`config.mk`:
```
export PLATFORM = sky130hd
export DESIGN_NAME = pmis_i2c_slave
export DESIGN_NICKNAME = d
export VERILOG_FILES = /design/src/design/pmis_pkg.sv /design/src/design/pmis_i2c_slave.sv /design/src/design/pmis_pin_filter.sv
export SDC_FILE = /design/constraint.sdc
export NUM_CORES = 1
export LEC_CHECK = 0
export BUFFER_PORTS_ARGS = -buffer_cell sky130_fd_sc_hd__buf_2
export CAP_MARGIN = 40
export CORE_ASPECT_RATIO = 0.7
export CORE_MARGIN = 5
export CORE_UTILIZATION = 45
export CTS_CLUSTER_SIZE = 28
export DETAILED_ROUTE_END_ITERATION = 7
export GPL_TIMING_DRIVEN = 0
export PLACE_DENSITY = 0.67
export SYNTH_ARGS = -nofsm -noshare
export SYNTH_HDL_FRONTEND = slang
export SYNTH_HIERARCHICAL = 1
export SYNTH_SLANG_ARGS = --single-unit
```
`constraint.sdc`:
```
create_clock -name i_clk_sys -period 1.89 [get_ports i_clk_sys]
set_input_delay 0.0945 -clock i_clk_sys [delete_from_list [all_inputs] [get_ports i_clk_sys]]
set_output_delay 0.0945 -clock i_clk_sys [all_outputs]
set_load 0.02 [all_outputs]
```
`src/design/pmis_pkg.sv`:
```
/*
 * Shared constants and types for the power-management two-wire slave port
 * and its first interrupt status register.
 * Assumes a 20 MHz system clock; link pins are open drain with pull-ups.
 */
// Contract
// - Slave only; standard, fast and high-speed rates are accepted.
// - Only 7-bit addresses decode; 10-bit and general call get no answer.
// - Address defaults to 1001000; two low bits come from a factory strap.
// - Registers stay at defaults during undervoltage and load after it ends.
// - Interface oscillator runs only while the bus addresses the port; here it runs from any START until STOP, whatever the address.
// - SDA falling while SCL high is a START.
// - SDA rising while SCL high is a STOP; the slave releases SDA.
// - SDA changes only while SCL low; stable through SCL high.
// - Acknowledge own address by holding SDA low through ninth clock high.
// - The receiver acknowledges each byte; byte sequences may run on.
// - After STOP, ignore traffic until START plus own address.
// - Reads of unmapped register addresses return FFh.
// - High-speed code 00001XXX is never acknowledged but enters high-speed.
// - After the code, a repeated START begins normal transfers at high speed.
// - STOP in high-speed operation returns to normal and fast rate.
// - Status bits 7 and 6 are converter overload flags, interrupt on rise.
// - Status bit 5 is charge done, interrupt on rise.
// - Bits 4 to 1 show charge, battery, system, adapter; interrupt on change.
// - Bit 0 is interrupt pending, read/write; all bits reset to 0.
// - Writing 0 to bit 0 clears; status refreshes only on interrupt.
// - Sources are masked after reset; unmasked change drives interrupt low.
package pmis_pkg;

    // ************************************************************
    // addressing
    // ************************************************************
    localparam logic [6:0] OWN_ADDR_DEFAULT = 7'h48;
    localparam logic [4:0] HS_CODE_TOP      = 5'h01;
    localparam logic [3:0] BITS_PER_BYTE    = 4'h8;

    // ************************************************************
    // register map
    // ************************************************************
    localparam logic [7:0] REG_STATUS_ONE = 8'h00;
    localparam logic [7:0] REG_MASK_ONE   = 8'h02;
    localparam logic [7:0] READ_UNMAPPED  = 8'hFF;
    localparam logic [7:0] STATUS_RESET   = 8'h00;
    localparam logic [7:0] MASK_RESET     = 8'h00;
    localparam logic [7:0] PTR_RESET      = 8'h00;
    localparam logic [7:0] STICKY_BITS    = 8'hE0;
    localparam logic [7:0] LEVEL_BITS     = 8'h1E;
    localparam logic [7:0] PEND_BIT_MASK  = 8'h01;
    localparam logic [7:0] MASK_WRITABLE  = 8'hFE;
    localparam int         PEND_BIT       = 0;

    // ************************************************************
    // timing
    // ************************************************************
    localparam int         CLK_PERIOD_NS = 50;
    localparam int         SPIKE_NS      = 50;
    localparam int         SPIKE_CYC_I   = (SPIKE_NS + CLK_PERIOD_NS - 1) / CLK_PERIOD_NS;
    localparam logic [1:0] SPIKE_CYC     = 2'(SPIKE_CYC_I < 1 ? 1 : SPIKE_CYC_I);

    // ************************************************************
    // types
    // ************************************************************
    typedef struct packed {
        logic converter_two_overload;
        logic converter_one_overload;
        logic charge_done_flag;
        logic charge_active_flag;
        logic battery_good_flag;
        logic system_supply_good_flag;
        logic adapter_good_flag;
    } pmis_src_t;

    typedef struct packed {
        logic       first;
        logic [7:0] data;
    } pmis_wr_t;

    typedef enum logic [2:0] {
        ST_IDLE, ST_SKIP, ST_ADDR, ST_ADDR_ACK, ST_RX, ST_RX_ACK, ST_TX, ST_TX_ACK
    } pmis_state_t;

endpackage

```
`src/design/pmis_i2c_slave.sv`:
```
/*
 * Two-wire slave port with the first interrupt status register and its mask.
 * Assumes open-drain SDA resolved outside, SCL input only (no stretching),
 * status sources and undervoltage level arriving from other domains.
 */
`timescale 1ns/1ps
module pmis_i2c_slave (
    input  wire logic              i_clk_sys,
    input  wire logic              i_reset,
    input  wire logic              i_scl,
    input  wire logic              i_sda,
    input  wire logic              i_uvlo,
    input  wire logic [1:0]        i_addr_opt,
    input  wire pmis_pkg::pmis_src_t i_src,
    output logic                   o_sda_out,
    output logic                   o_sda_oe,
    output logic                   o_irq_n,
    output logic                   o_osc_en,
    output logic                   o_hs_mode
);
    import pmis_pkg::*;

    // ************************************************************
    // pin conditioning and condition detection
    // ************************************************************
    logic scl_f;
    logic sda_f;
    logic scl_d;
    logic sda_d;

    pmis_pin_filter u_scl_filter (
        .i_clk_sys (i_clk_sys),
        .i_reset   (i_reset),
        .i_pin     (i_scl),
        .o_level   (scl_f)
    );
    pmis_pin_filter u_sda_filter (
        .i_clk_sys (i_clk_sys),
        .i_reset   (i_reset),
        .i_pin     (i_sda),
        .o_level   (sda_f)
    );

    always_ff @(posedge i_clk_sys or posedge i_reset) begin
        if (i_reset) begin
            scl_d <= 1'b1;
            sda_d <= 1'b1;
        end else begin
            scl_d <= scl_f;
            sda_d <= sda_f;
        end
    end

    wire scl_rise   = scl_f & ~scl_d;
    wire scl_fall   = ~scl_f & scl_d;
    wire start_cond = scl_f & scl_d & sda_d & ~sda_f;
    wire stop_cond  = scl_f & scl_d & ~sda_d & sda_f;

    // ************************************************************
    // undervoltage, strap and source synchronisers
    // ************************************************************
    logic      uvlo_meta;
    logic      hold;
    logic [1:0] strap_meta;
    logic [1:0] strap;
    pmis_src_t src_meta;
    pmis_src_t src_sync;
    logic [7:0] src_prev;

    always_ff @(posedge i_clk_sys or posedge i_reset) begin
        if (i_reset) begin
            uvlo_meta <= 1'b1;
            hold      <= 1'b1;
            src_meta  <= '0;
            src_sync  <= '0;
        end else begin
            uvlo_meta <= i_uvlo;
            hold      <= uvlo_meta;
            src_meta  <= i_src;
            src_sync  <= src_meta;
        end
    end

    // strap is static, so a plain two-flop path is enough
    always_ff @(posedge i_clk_sys or posedge i_reset) begin
        if (i_reset) begin
            strap_meta <= 2'h0;
            strap      <= 2'h0;
        end else begin
            strap_meta <= i_addr_opt;
            strap      <= strap_meta;
        end
    end

    wire [6:0] own_addr = {OWN_ADDR_DEFAULT[6:2], strap};

    // ************************************************************
    // two-entry write buffer
    // ************************************************************
    pmis_wr_t   buf_mem [2];
    logic       buf_wp;
    logic       buf_rp;
    logic [1:0] buf_cnt;
    logic       push;
    pmis_wr_t   push_word;
    logic       tx_load;

    wire      buf_ready = (buf_cnt != 2'h2);
    wire      buf_valid = (buf_cnt != 2'h0);
    wire      drain_rdy = ~tx_load;  // read fetch owns the pointer this cycle
    wire      pop       = buf_valid & drain_rdy;
    pmis_wr_t head;
    assign head = buf_mem[buf_rp];

    always_ff @(posedge i_clk_sys or posedge i_reset) begin
        if (i_reset) begin
            buf_wp  <= 1'b0;
            buf_rp  <= 1'b0;
            buf_cnt <= 2'h0;
        end else if (hold) begin
            buf_wp  <= 1'b0;
            buf_rp  <= 1'b0;
            buf_cnt <= 2'h0;
        end else begin
            buf_wp  <= buf_wp ^ push;
            buf_rp  <= buf_rp ^ pop;
            buf_cnt <= buf_cnt + {1'b0, push} - {1'b0, pop};
        end
    end

    always_ff @(posedge i_clk_sys) begin
        if (push) begin
            buf_mem[buf_wp] <= push_word;
        end
    end

    // ************************************************************
    // register file
    // ************************************************************
    logic [7:0] status;
    logic [7:0] mask;
    logic [7:0] ptr;
    logic [7:0] next_status;
    logic [7:0] next_ptr;

    wire        reg_wr    = pop & ~head.first;
    wire        wr_status = reg_wr & (ptr == REG_STATUS_ONE);
    wire        wr_mask   = reg_wr & (ptr == REG_MASK_ONE);
    wire        pend_clr  = wr_status & ~head.data[PEND_BIT];

    wire [7:0]  src8      = {src_sync, 1'b0};
    wire [7:0]  src_rise  = src8 & ~src_prev & STICKY_BITS;
    wire [7:0]  src_chg   = (src8 ^ src_prev) & LEVEL_BITS;
    wire        irq_evt   = |((src_rise | src_chg) & mask);

    wire [7:0]  rd_data   = (ptr == REG_STATUS_ONE) ? status :
                            (ptr == REG_MASK_ONE)   ? mask   :
                            READ_UNMAPPED;

    always_comb begin
        next_status = status;
        if (pend_clr) begin
            next_status = status & ~(STICKY_BITS | PEND_BIT_MASK);
        end
        // snapshot only on an interrupt; the event beats a same-cycle clear
        if (irq_evt) begin
            next_status = (next_status & STICKY_BITS) | (src8 & (STICKY_BITS | LEVEL_BITS))
                        | PEND_BIT_MASK;
        end
    end

    always_comb begin
        next_ptr = ptr;
        if (pop && head.first) begin
            next_ptr = head.data;
        end else if (pop || tx_load) begin
            next_ptr = ptr + 8'h01;
        end
    end

    always_ff @(posedge i_clk_sys or posedge i_reset) begin
        if (i_reset) begin
            status   <= STATUS_RESET;
            mask     <= MASK_RESET;
            ptr      <= PTR_RESET;
            src_prev <= 8'h00;
            o_irq_n  <= 1'b1;
        end else if (hold) begin
            status   <= STATUS_RESET;
            mask     <= MASK_RESET;
            ptr      <= PTR_RESET;
            src_prev <= src8;
            o_irq_n  <= 1'b1;
        end else begin
            status   <= next_status;
            mask     <= wr_mask ? (head.data & MASK_WRITABLE) : mask;
            ptr      <= next_ptr;
            src_prev <= src8;
            o_irq_n  <= ~next_status[PEND_BIT];
        end
    end

    // ************************************************************
    // bit engine
    // ************************************************************
    pmis_state_t state;
    pmis_state_t next_state;
    logic [3:0]  bitcnt;
    logic [3:0]  next_cnt;
    logic [7:0]  shreg;
    logic [7:0]  next_sh;
    logic        rw;
    logic        next_rw;
    logic        first_byte;
    logic        next_first;
    logic        next_oe;
    logic        next_hs;
    logic        next_busy;

    wire byte_done = scl_fall && (bitcnt == BITS_PER_BYTE);
    wire addr_hit  = (shreg[7:1] == own_addr);
    wire hs_code   = (shreg[7:3] == HS_CODE_TOP);

    assign push_word = '{first: first_byte, data: shreg};

    always_comb begin
        next_state = state;
        next_cnt   = bitcnt;
        next_sh    = shreg;
        next_rw    = rw;
        next_first = first_byte;
        next_oe    = o_sda_oe;
        next_hs    = o_hs_mode;
        next_busy  = o_osc_en;
        push       = 1'b0;
        tx_load    = 1'b0;
        if (stop_cond) begin
            next_state = ST_IDLE;
            next_oe    = 1'b0;
            next_hs    = 1'b0;
            next_busy  = 1'b0;
        end else if (start_cond) begin
            // repeated start keeps high-speed, plain start from idle too
            next_state = ST_ADDR;
            next_cnt   = 4'h0;
            next_oe    = 1'b0;
            next_busy  = 1'b1;
            next_first = 1'b1;
        end else begin
            unique case (state)
                ST_IDLE, ST_SKIP: begin
                    next_oe = 1'b0;
                end
                ST_ADDR, ST_RX: begin
                    if (scl_rise) begin
                        next_sh  = {shreg[6:0], sda_f};
                        next_cnt = bitcnt + 4'h1;
                    end else if (byte_done && state == ST_ADDR) begin
                        if (addr_hit) begin
                            next_oe    = 1'b1;
                            next_rw    = shreg[0];
                            next_state = ST_ADDR_ACK;
                        end else begin
                            next_hs    = o_hs_mode | hs_code;
                            next_state = ST_SKIP;
                        end
                    end else if (byte_done) begin
                        // a full buffer refuses the byte with a not-acknowledge
                        if (buf_ready) begin
                            push       = 1'b1;
                            next_oe    = 1'b1;
                            next_state = ST_RX_ACK;
                        end else begin
                            next_state = ST_SKIP;
                        end
                    end
                end
                ST_ADDR_ACK, ST_RX_ACK: begin
                    if (scl_fall) begin
                        next_cnt = 4'h0;
                        if (state == ST_ADDR_ACK && rw) begin
                            tx_load    = 1'b1;
                            next_sh    = rd_data;
                            next_oe    = ~rd_data[7];
                            next_state = ST_TX;
                        end else begin
                            next_oe    = 1'b0;
                            next_first = (state == ST_ADDR_ACK);
                            next_state = ST_RX;
                        end
                    end
                end
                ST_TX: begin
                    if (scl_rise) begin
                        next_cnt = bitcnt + 4'h1;
                    end else if (byte_done) begin
                        next_oe    = 1'b0;
                        next_state = ST_TX_ACK;
                    end else if (scl_fall) begin
                        next_sh = {shreg[6:0], 1'b0};
                        next_oe = ~shreg[6];
                    end
                end
                ST_TX_ACK: begin
                    if (scl_rise && sda_f) begin
                        next_state = ST_SKIP;
                    end else if (scl_fall) begin
                        next_cnt   = 4'h0;
                        tx_load    = 1'b1;
                        next_sh    = rd_data;
                        next_oe    = ~rd_data[7];
                        next_state = ST_TX;
                    end
                end
            endcase
        end
    end

    // slave-only engine; the master alone drives SCL
    always_ff @(posedge i_clk_sys or posedge i_reset) begin
        if (i_reset) begin
            state      <= ST_IDLE;
            bitcnt     <= 4'h0;
            shreg      <= 8'h00;
            rw         <= 1'b0;
            first_byte <= 1'b1;
            o_sda_oe   <= 1'b0;
            o_hs_mode  <= 1'b0;
            o_osc_en   <= 1'b0;
            o_sda_out  <= 1'b0;
        end else if (hold) begin
            state      <= ST_IDLE;
            bitcnt     <= 4'h0;
            shreg      <= 8'h00;
            rw         <= 1'b0;
            first_byte <= 1'b1;
            o_sda_oe   <= 1'b0;
            o_hs_mode  <= 1'b0;
            o_osc_en   <= 1'b0;
            o_sda_out  <= 1'b0;
        end else begin
            state      <= next_state;
            bitcnt     <= next_cnt;
            shreg      <= next_sh;
            rw         <= next_rw;
            first_byte <= next_first;
            o_sda_oe   <= next_oe;
            o_hs_mode  <= next_hs;
            o_osc_en   <= next_busy;
            o_sda_out  <= 1'b0;
        end
    end

endmodule

```
`src/design/pmis_pin_filter.sv`:
```
/*
 * Two-flop synchroniser plus spike filter for one link pin.
 * Assumes the pin is asynchronous to i_clk_sys.
 */
`timescale 1ns/1ps
module pmis_pin_filter (
    input  wire logic i_clk_sys,
    input  wire logic i_reset,
    input  wire logic i_pin,
    output logic      o_level
);
    import pmis_pkg::*;

    logic       meta;
    logic       sync;
    logic [1:0] stable_cnt;
    logic       differs;
    logic       accept;

    assign differs = sync ^ o_level;
    assign accept  = differs && (stable_cnt == SPIKE_CYC);

    // idle bus is pulled high, so the filter starts high
    always_ff @(posedge i_clk_sys or posedge i_reset) begin
        if (i_reset) begin
            meta <= 1'b1;
            sync <= 1'b1;
        end else begin
            meta <= i_pin;
            sync <= meta;
        end
    end

    // a change must persist past the spike window to be taken
    always_ff @(posedge i_clk_sys or posedge i_reset) begin
        if (i_reset) begin
            stable_cnt <= 2'h0;
            o_level    <= 1'b1;
        end else begin
            stable_cnt <= (differs && !accept) ? stable_cnt + 2'h1 : 2'h0;
            o_level    <= accept ? sync : o_level;
        end
    end

endmodule

```
==> impl_results.md <==
- Reg2Reg Depth: 12
- First-pass GRT wire length: 19,060 µm
- Int Power: 4.633 mW
- Fin nets: 541
- 1st-pass router iterations: 5
- Worst path required time: 2.12 ns
- Routability Congestion: 0.9253
- Clk_lat worst skew: 0.35 ns
- Synthesized area per cell: 11.25 µm²
- Starting utilization of the core area: 46.66%
- VDD IR-drop max: 581.6 µV
- CP endpoint kind: flop
- Initial antenna violation count: 0
- Leakage power: 2.710 nW
- IO buf count: 17
- Tcrit/Tclk final: 114.5%
- Die X: 134.8 µm
- Clk pwr share: 26.9%
- Detailed Route Iter0 Violations: 316
- Sink Count: 105
- Yosys top cell area share: 38.27%
- Drc violations: 0
- Synth Warn #: 6
- GR Overflow Total: 0
- Syn_nets: 461
- Die ar.: 0.01312 mm²
- Slew Viols, Final: 0
- Skew final: 0.007741 ns
- Sequential share of the synthesized area: 55.71%
- Core Region: 0.01051 mm²
- Final setup violation count: 41
- Ys async rst share: 82.86%
- Syn Std Cell Area: 0.004905 mm²
- Storage cell area: 0.002733 mm²
- Area growth, synth to finish: 28.44%
- Worst Path Max Fanout: 2
- Failing checks: negative setup slack
- Remaining antenna violation count: 0
- Switching portion of total power: 33.73%
- Drt total wl: 11,940 µm
- Setup CP Type: flop to flop
- Max Fclk: 0.4621 GHz
- Largest net degree at the start of global routing: 37
- Via count: 3,720
- Core Rows: 31
- TritonCTS Buffers: 9
- Clock root buffer: clkbuf_16
- Status: finished with violations
- RSZ-0062 raised after global routing: yes
- Primary FF master, synth: dfrtp_1
- Crit path launch type: flop
- Reg power frac: 38.7%
- Psw: 2.358 mW
- Crit path DAT: 2.39 ns
- Post-Route Utilization: 59.93%
- Clk buf depth: 2
- Worst Hold Class: input port to async pin
- Combinational fraction of design power: 34.5%
- Synthesized instance count: 436
- GR Util All Layers: 18.26%
- Vias in the first global route: 3,609
- Number of synthesized flops with an enable pin: 18
- Via density: 5.561
- Pwr Density: 1110 mW/mm²
- Netlist cell types: 69
- Layout cell share with drive strength beyond 1: 31.67%
- IO Pins: 19
- Fin. Hold Viols: 0
- # H-tree levels: 3
- Number of max-cap violations: 0
- Final setup margin: -0.2738 ns
- Pre-CTS setup slack: -0.4021 ns
- Design Power: 6.990 mW
- Tmin final: 2.164 ns
- Worst Max-Slew Pin Slew: 0.8887 ns
- Synth area leaders: dfrtp_1 38%, edfxtp_1 11%, dfstp_2 6.4%
- Worst slew margin: 40.21%
- CTS clk-pin slew, worst paths: 0.07 ns
- Diode count: 0
- Filler cells: 833
- Routed len/inst: 17.84 µm
- Post-DP HPWL: 8046 µm
- CTS tree: yes
- Area of the multi-input gates: 0.002256 mm²
- Die Y: 97.35 µm
- Yosys top cell by area: dfrtp_1
- #FFs+latches synth: 105
-- per-layer routing --
metal	vias up	share of wire, %	global-route usage, %
met5	-	0	0
met4	0	1.2	4.538
met3	18	6.8	4.244
met2	120	44	26.12
met1	1853	48	27.87
li1	1729	-	-
-- flip-flops by register name, indices dropped and copies added (netlist names), 3 cells and up --
name,count
bitcnt,4
buf_mem,18
mask,7
ptr,8
shreg,8
src8,7
src_meta,7
src_prev,7
state,3
status,8
-- cells in the final DEF (no fill, tap or decap), drive strengths merged, types with 9 or more instances in the layout --
cell and n:
nor3 10, nor2b 9, dfrtp 75, dlygate4sd3 13
buf 68, clkbuf 17, ha 11, edfxtp 18
mux2i 17, mux2 13, dfstp 12, inv 24
a21oi 24, nand2 23, o21ai 18, nor2 41
-- final cells by class --
cell class	count	area share (%)
Clock inverter	5	0.8540
Clock buffer	11	4.032
Buffer	17	1.966
Inverter	22	1.410
Timing Repair Buffer	70	9.613
Multi-Input combinational cell	291	35.81
Tap cell	148	2.939
Sequential cell	105	43.38
-- path summary, 6_finish.rpt --
check,from,to,slack [ns]
max,bitcnt[0]$_DFFE_PP0P_,buf_cnt[1]$_DFF_PP0_,-0.27
min,i_reset,u_sda_filter/stable_cnt[1]$_DFF_PP0_,0.22
max reg2reg,bitcnt[0]$_DFFE_PP0P_,buf_cnt[1]$_DFF_PP0_,-0.27
min reg2reg,src_meta[5]$_DFF_PP0_,src8[6]$_DFF_PP0_,0.35
max in group asynchronous,i_reset,o_irq_n$_DFF_PP1_,0.98
min in group i_clk_sys,src_meta[5]$_DFF_PP0_,src8[6]$_DFF_PP0_,0.35
-- synth_stat cells (all sizes together) (3+ instances only) --
| master | instances |
|---|---|
| nand4b | 3 |
| o21ai | 18 |
| o211ai | 3 |
| a311o | 3 |
| nand3b | 4 |
| a21oi | 24 |
| nor2 | 41 |
| nand2 | 23 |
| nor2b | 9 |
| inv | 22 |
| a21o | 3 |
| o21bai | 3 |
| mux2 | 13 |
| a31oi | 4 |
| clkbuf | 6 |
| or2 | 8 |
| nor3 | 10 |
| dfrtp | 75 |
| edfxtp | 18 |
| and3 | 5 |
| o2bb2ai | 5 |
| xor2 | 7 |
| nand2b | 6 |
| o22ai | 5 |
| mux2i | 17 |
| and2 | 4 |
| a22o | 4 |
| a22oi | 5 |
| dfstp | 12 |
| xnor2 | 6 |
| nor3b | 5 |
| ha | 11 |
| nand4 | 5 |
| nand3 | 6 |
| buf | 12 |
-- cells by family (layout without fill, tap and decap cells) --
group / after synthesis / in the layout / synth area share [%]
XOR/XNOR: 13 / 13 / 2.321
other: 1 / 1 / 0.07646
AO/OA/AOI/OAI: 97 / 97 / 13.70
adder cells (fa/ha/maj): 11 / 11 / 2.806
flip-flops: 105 / 105 / 55.71
multiplexers: 30 / 30 / 6.454
buffers and inverters: 40 / 125 / 3.469
AND/OR/NAND/NOR: 139 / 139 / 15.46
-- stage by stage --
stage / std cells / area [µm²] / TNS [ns] / hold WS, ns
after CTS: 653 / 6055 / -5.380 / 0.2161
final: 669 / 6300 / -5.372 / 0.2207
after global routing: 669 / 6300 / -8.886 / 0.2447
after global placement: 601 / 5184 / -10.31 / 0.03017
after floorplan: 436 / 4913 / -0.1107 / -0.1292
after detailed placement: 603 / 5224 / -12.62 / 0.03643
-- power by group through the flow --
| stage | clock network [mW] | logic [mW] | registers [mW] |
|---|---|---|---|
| after detailed placement | 0 | 1.70 | 2.79 |
| after floorplan | 0 | 1.28 | 2.75 |
| after global routing | 1.99 | 2.60 | 2.73 |
| after CTS | 1.92 | 2.08 | 2.69 |
| final | 1.88 | 2.41 | 2.70 |
| after global placement | 0 | 1.67 | 2.78 |
-- repair_timing --
action,in CTS,in global routing
hold buffers,13,0
buffers inserted,23,19
resized for setup,51,47
endpoints found under the hold margin,37,0
pin swaps,30,18
setup endpoints to repair,50,58
-- critical path, stage by stage, from the launching register on --
cell,delay [ns]
dfrtp_1,0.39
inv_1,0.06
ha_2,0.18
and4bb_2,0.28
nand2_2,0.07
inv_2,0.05
nand4b_1,0.14
ha_1,0.33
inv_2,0.04
ha_4,0.14
xor2_1,0.17
xnor2_1,0.14
nor2_1,0.06
Note: power is estimated with default switching activity, not from simulation.
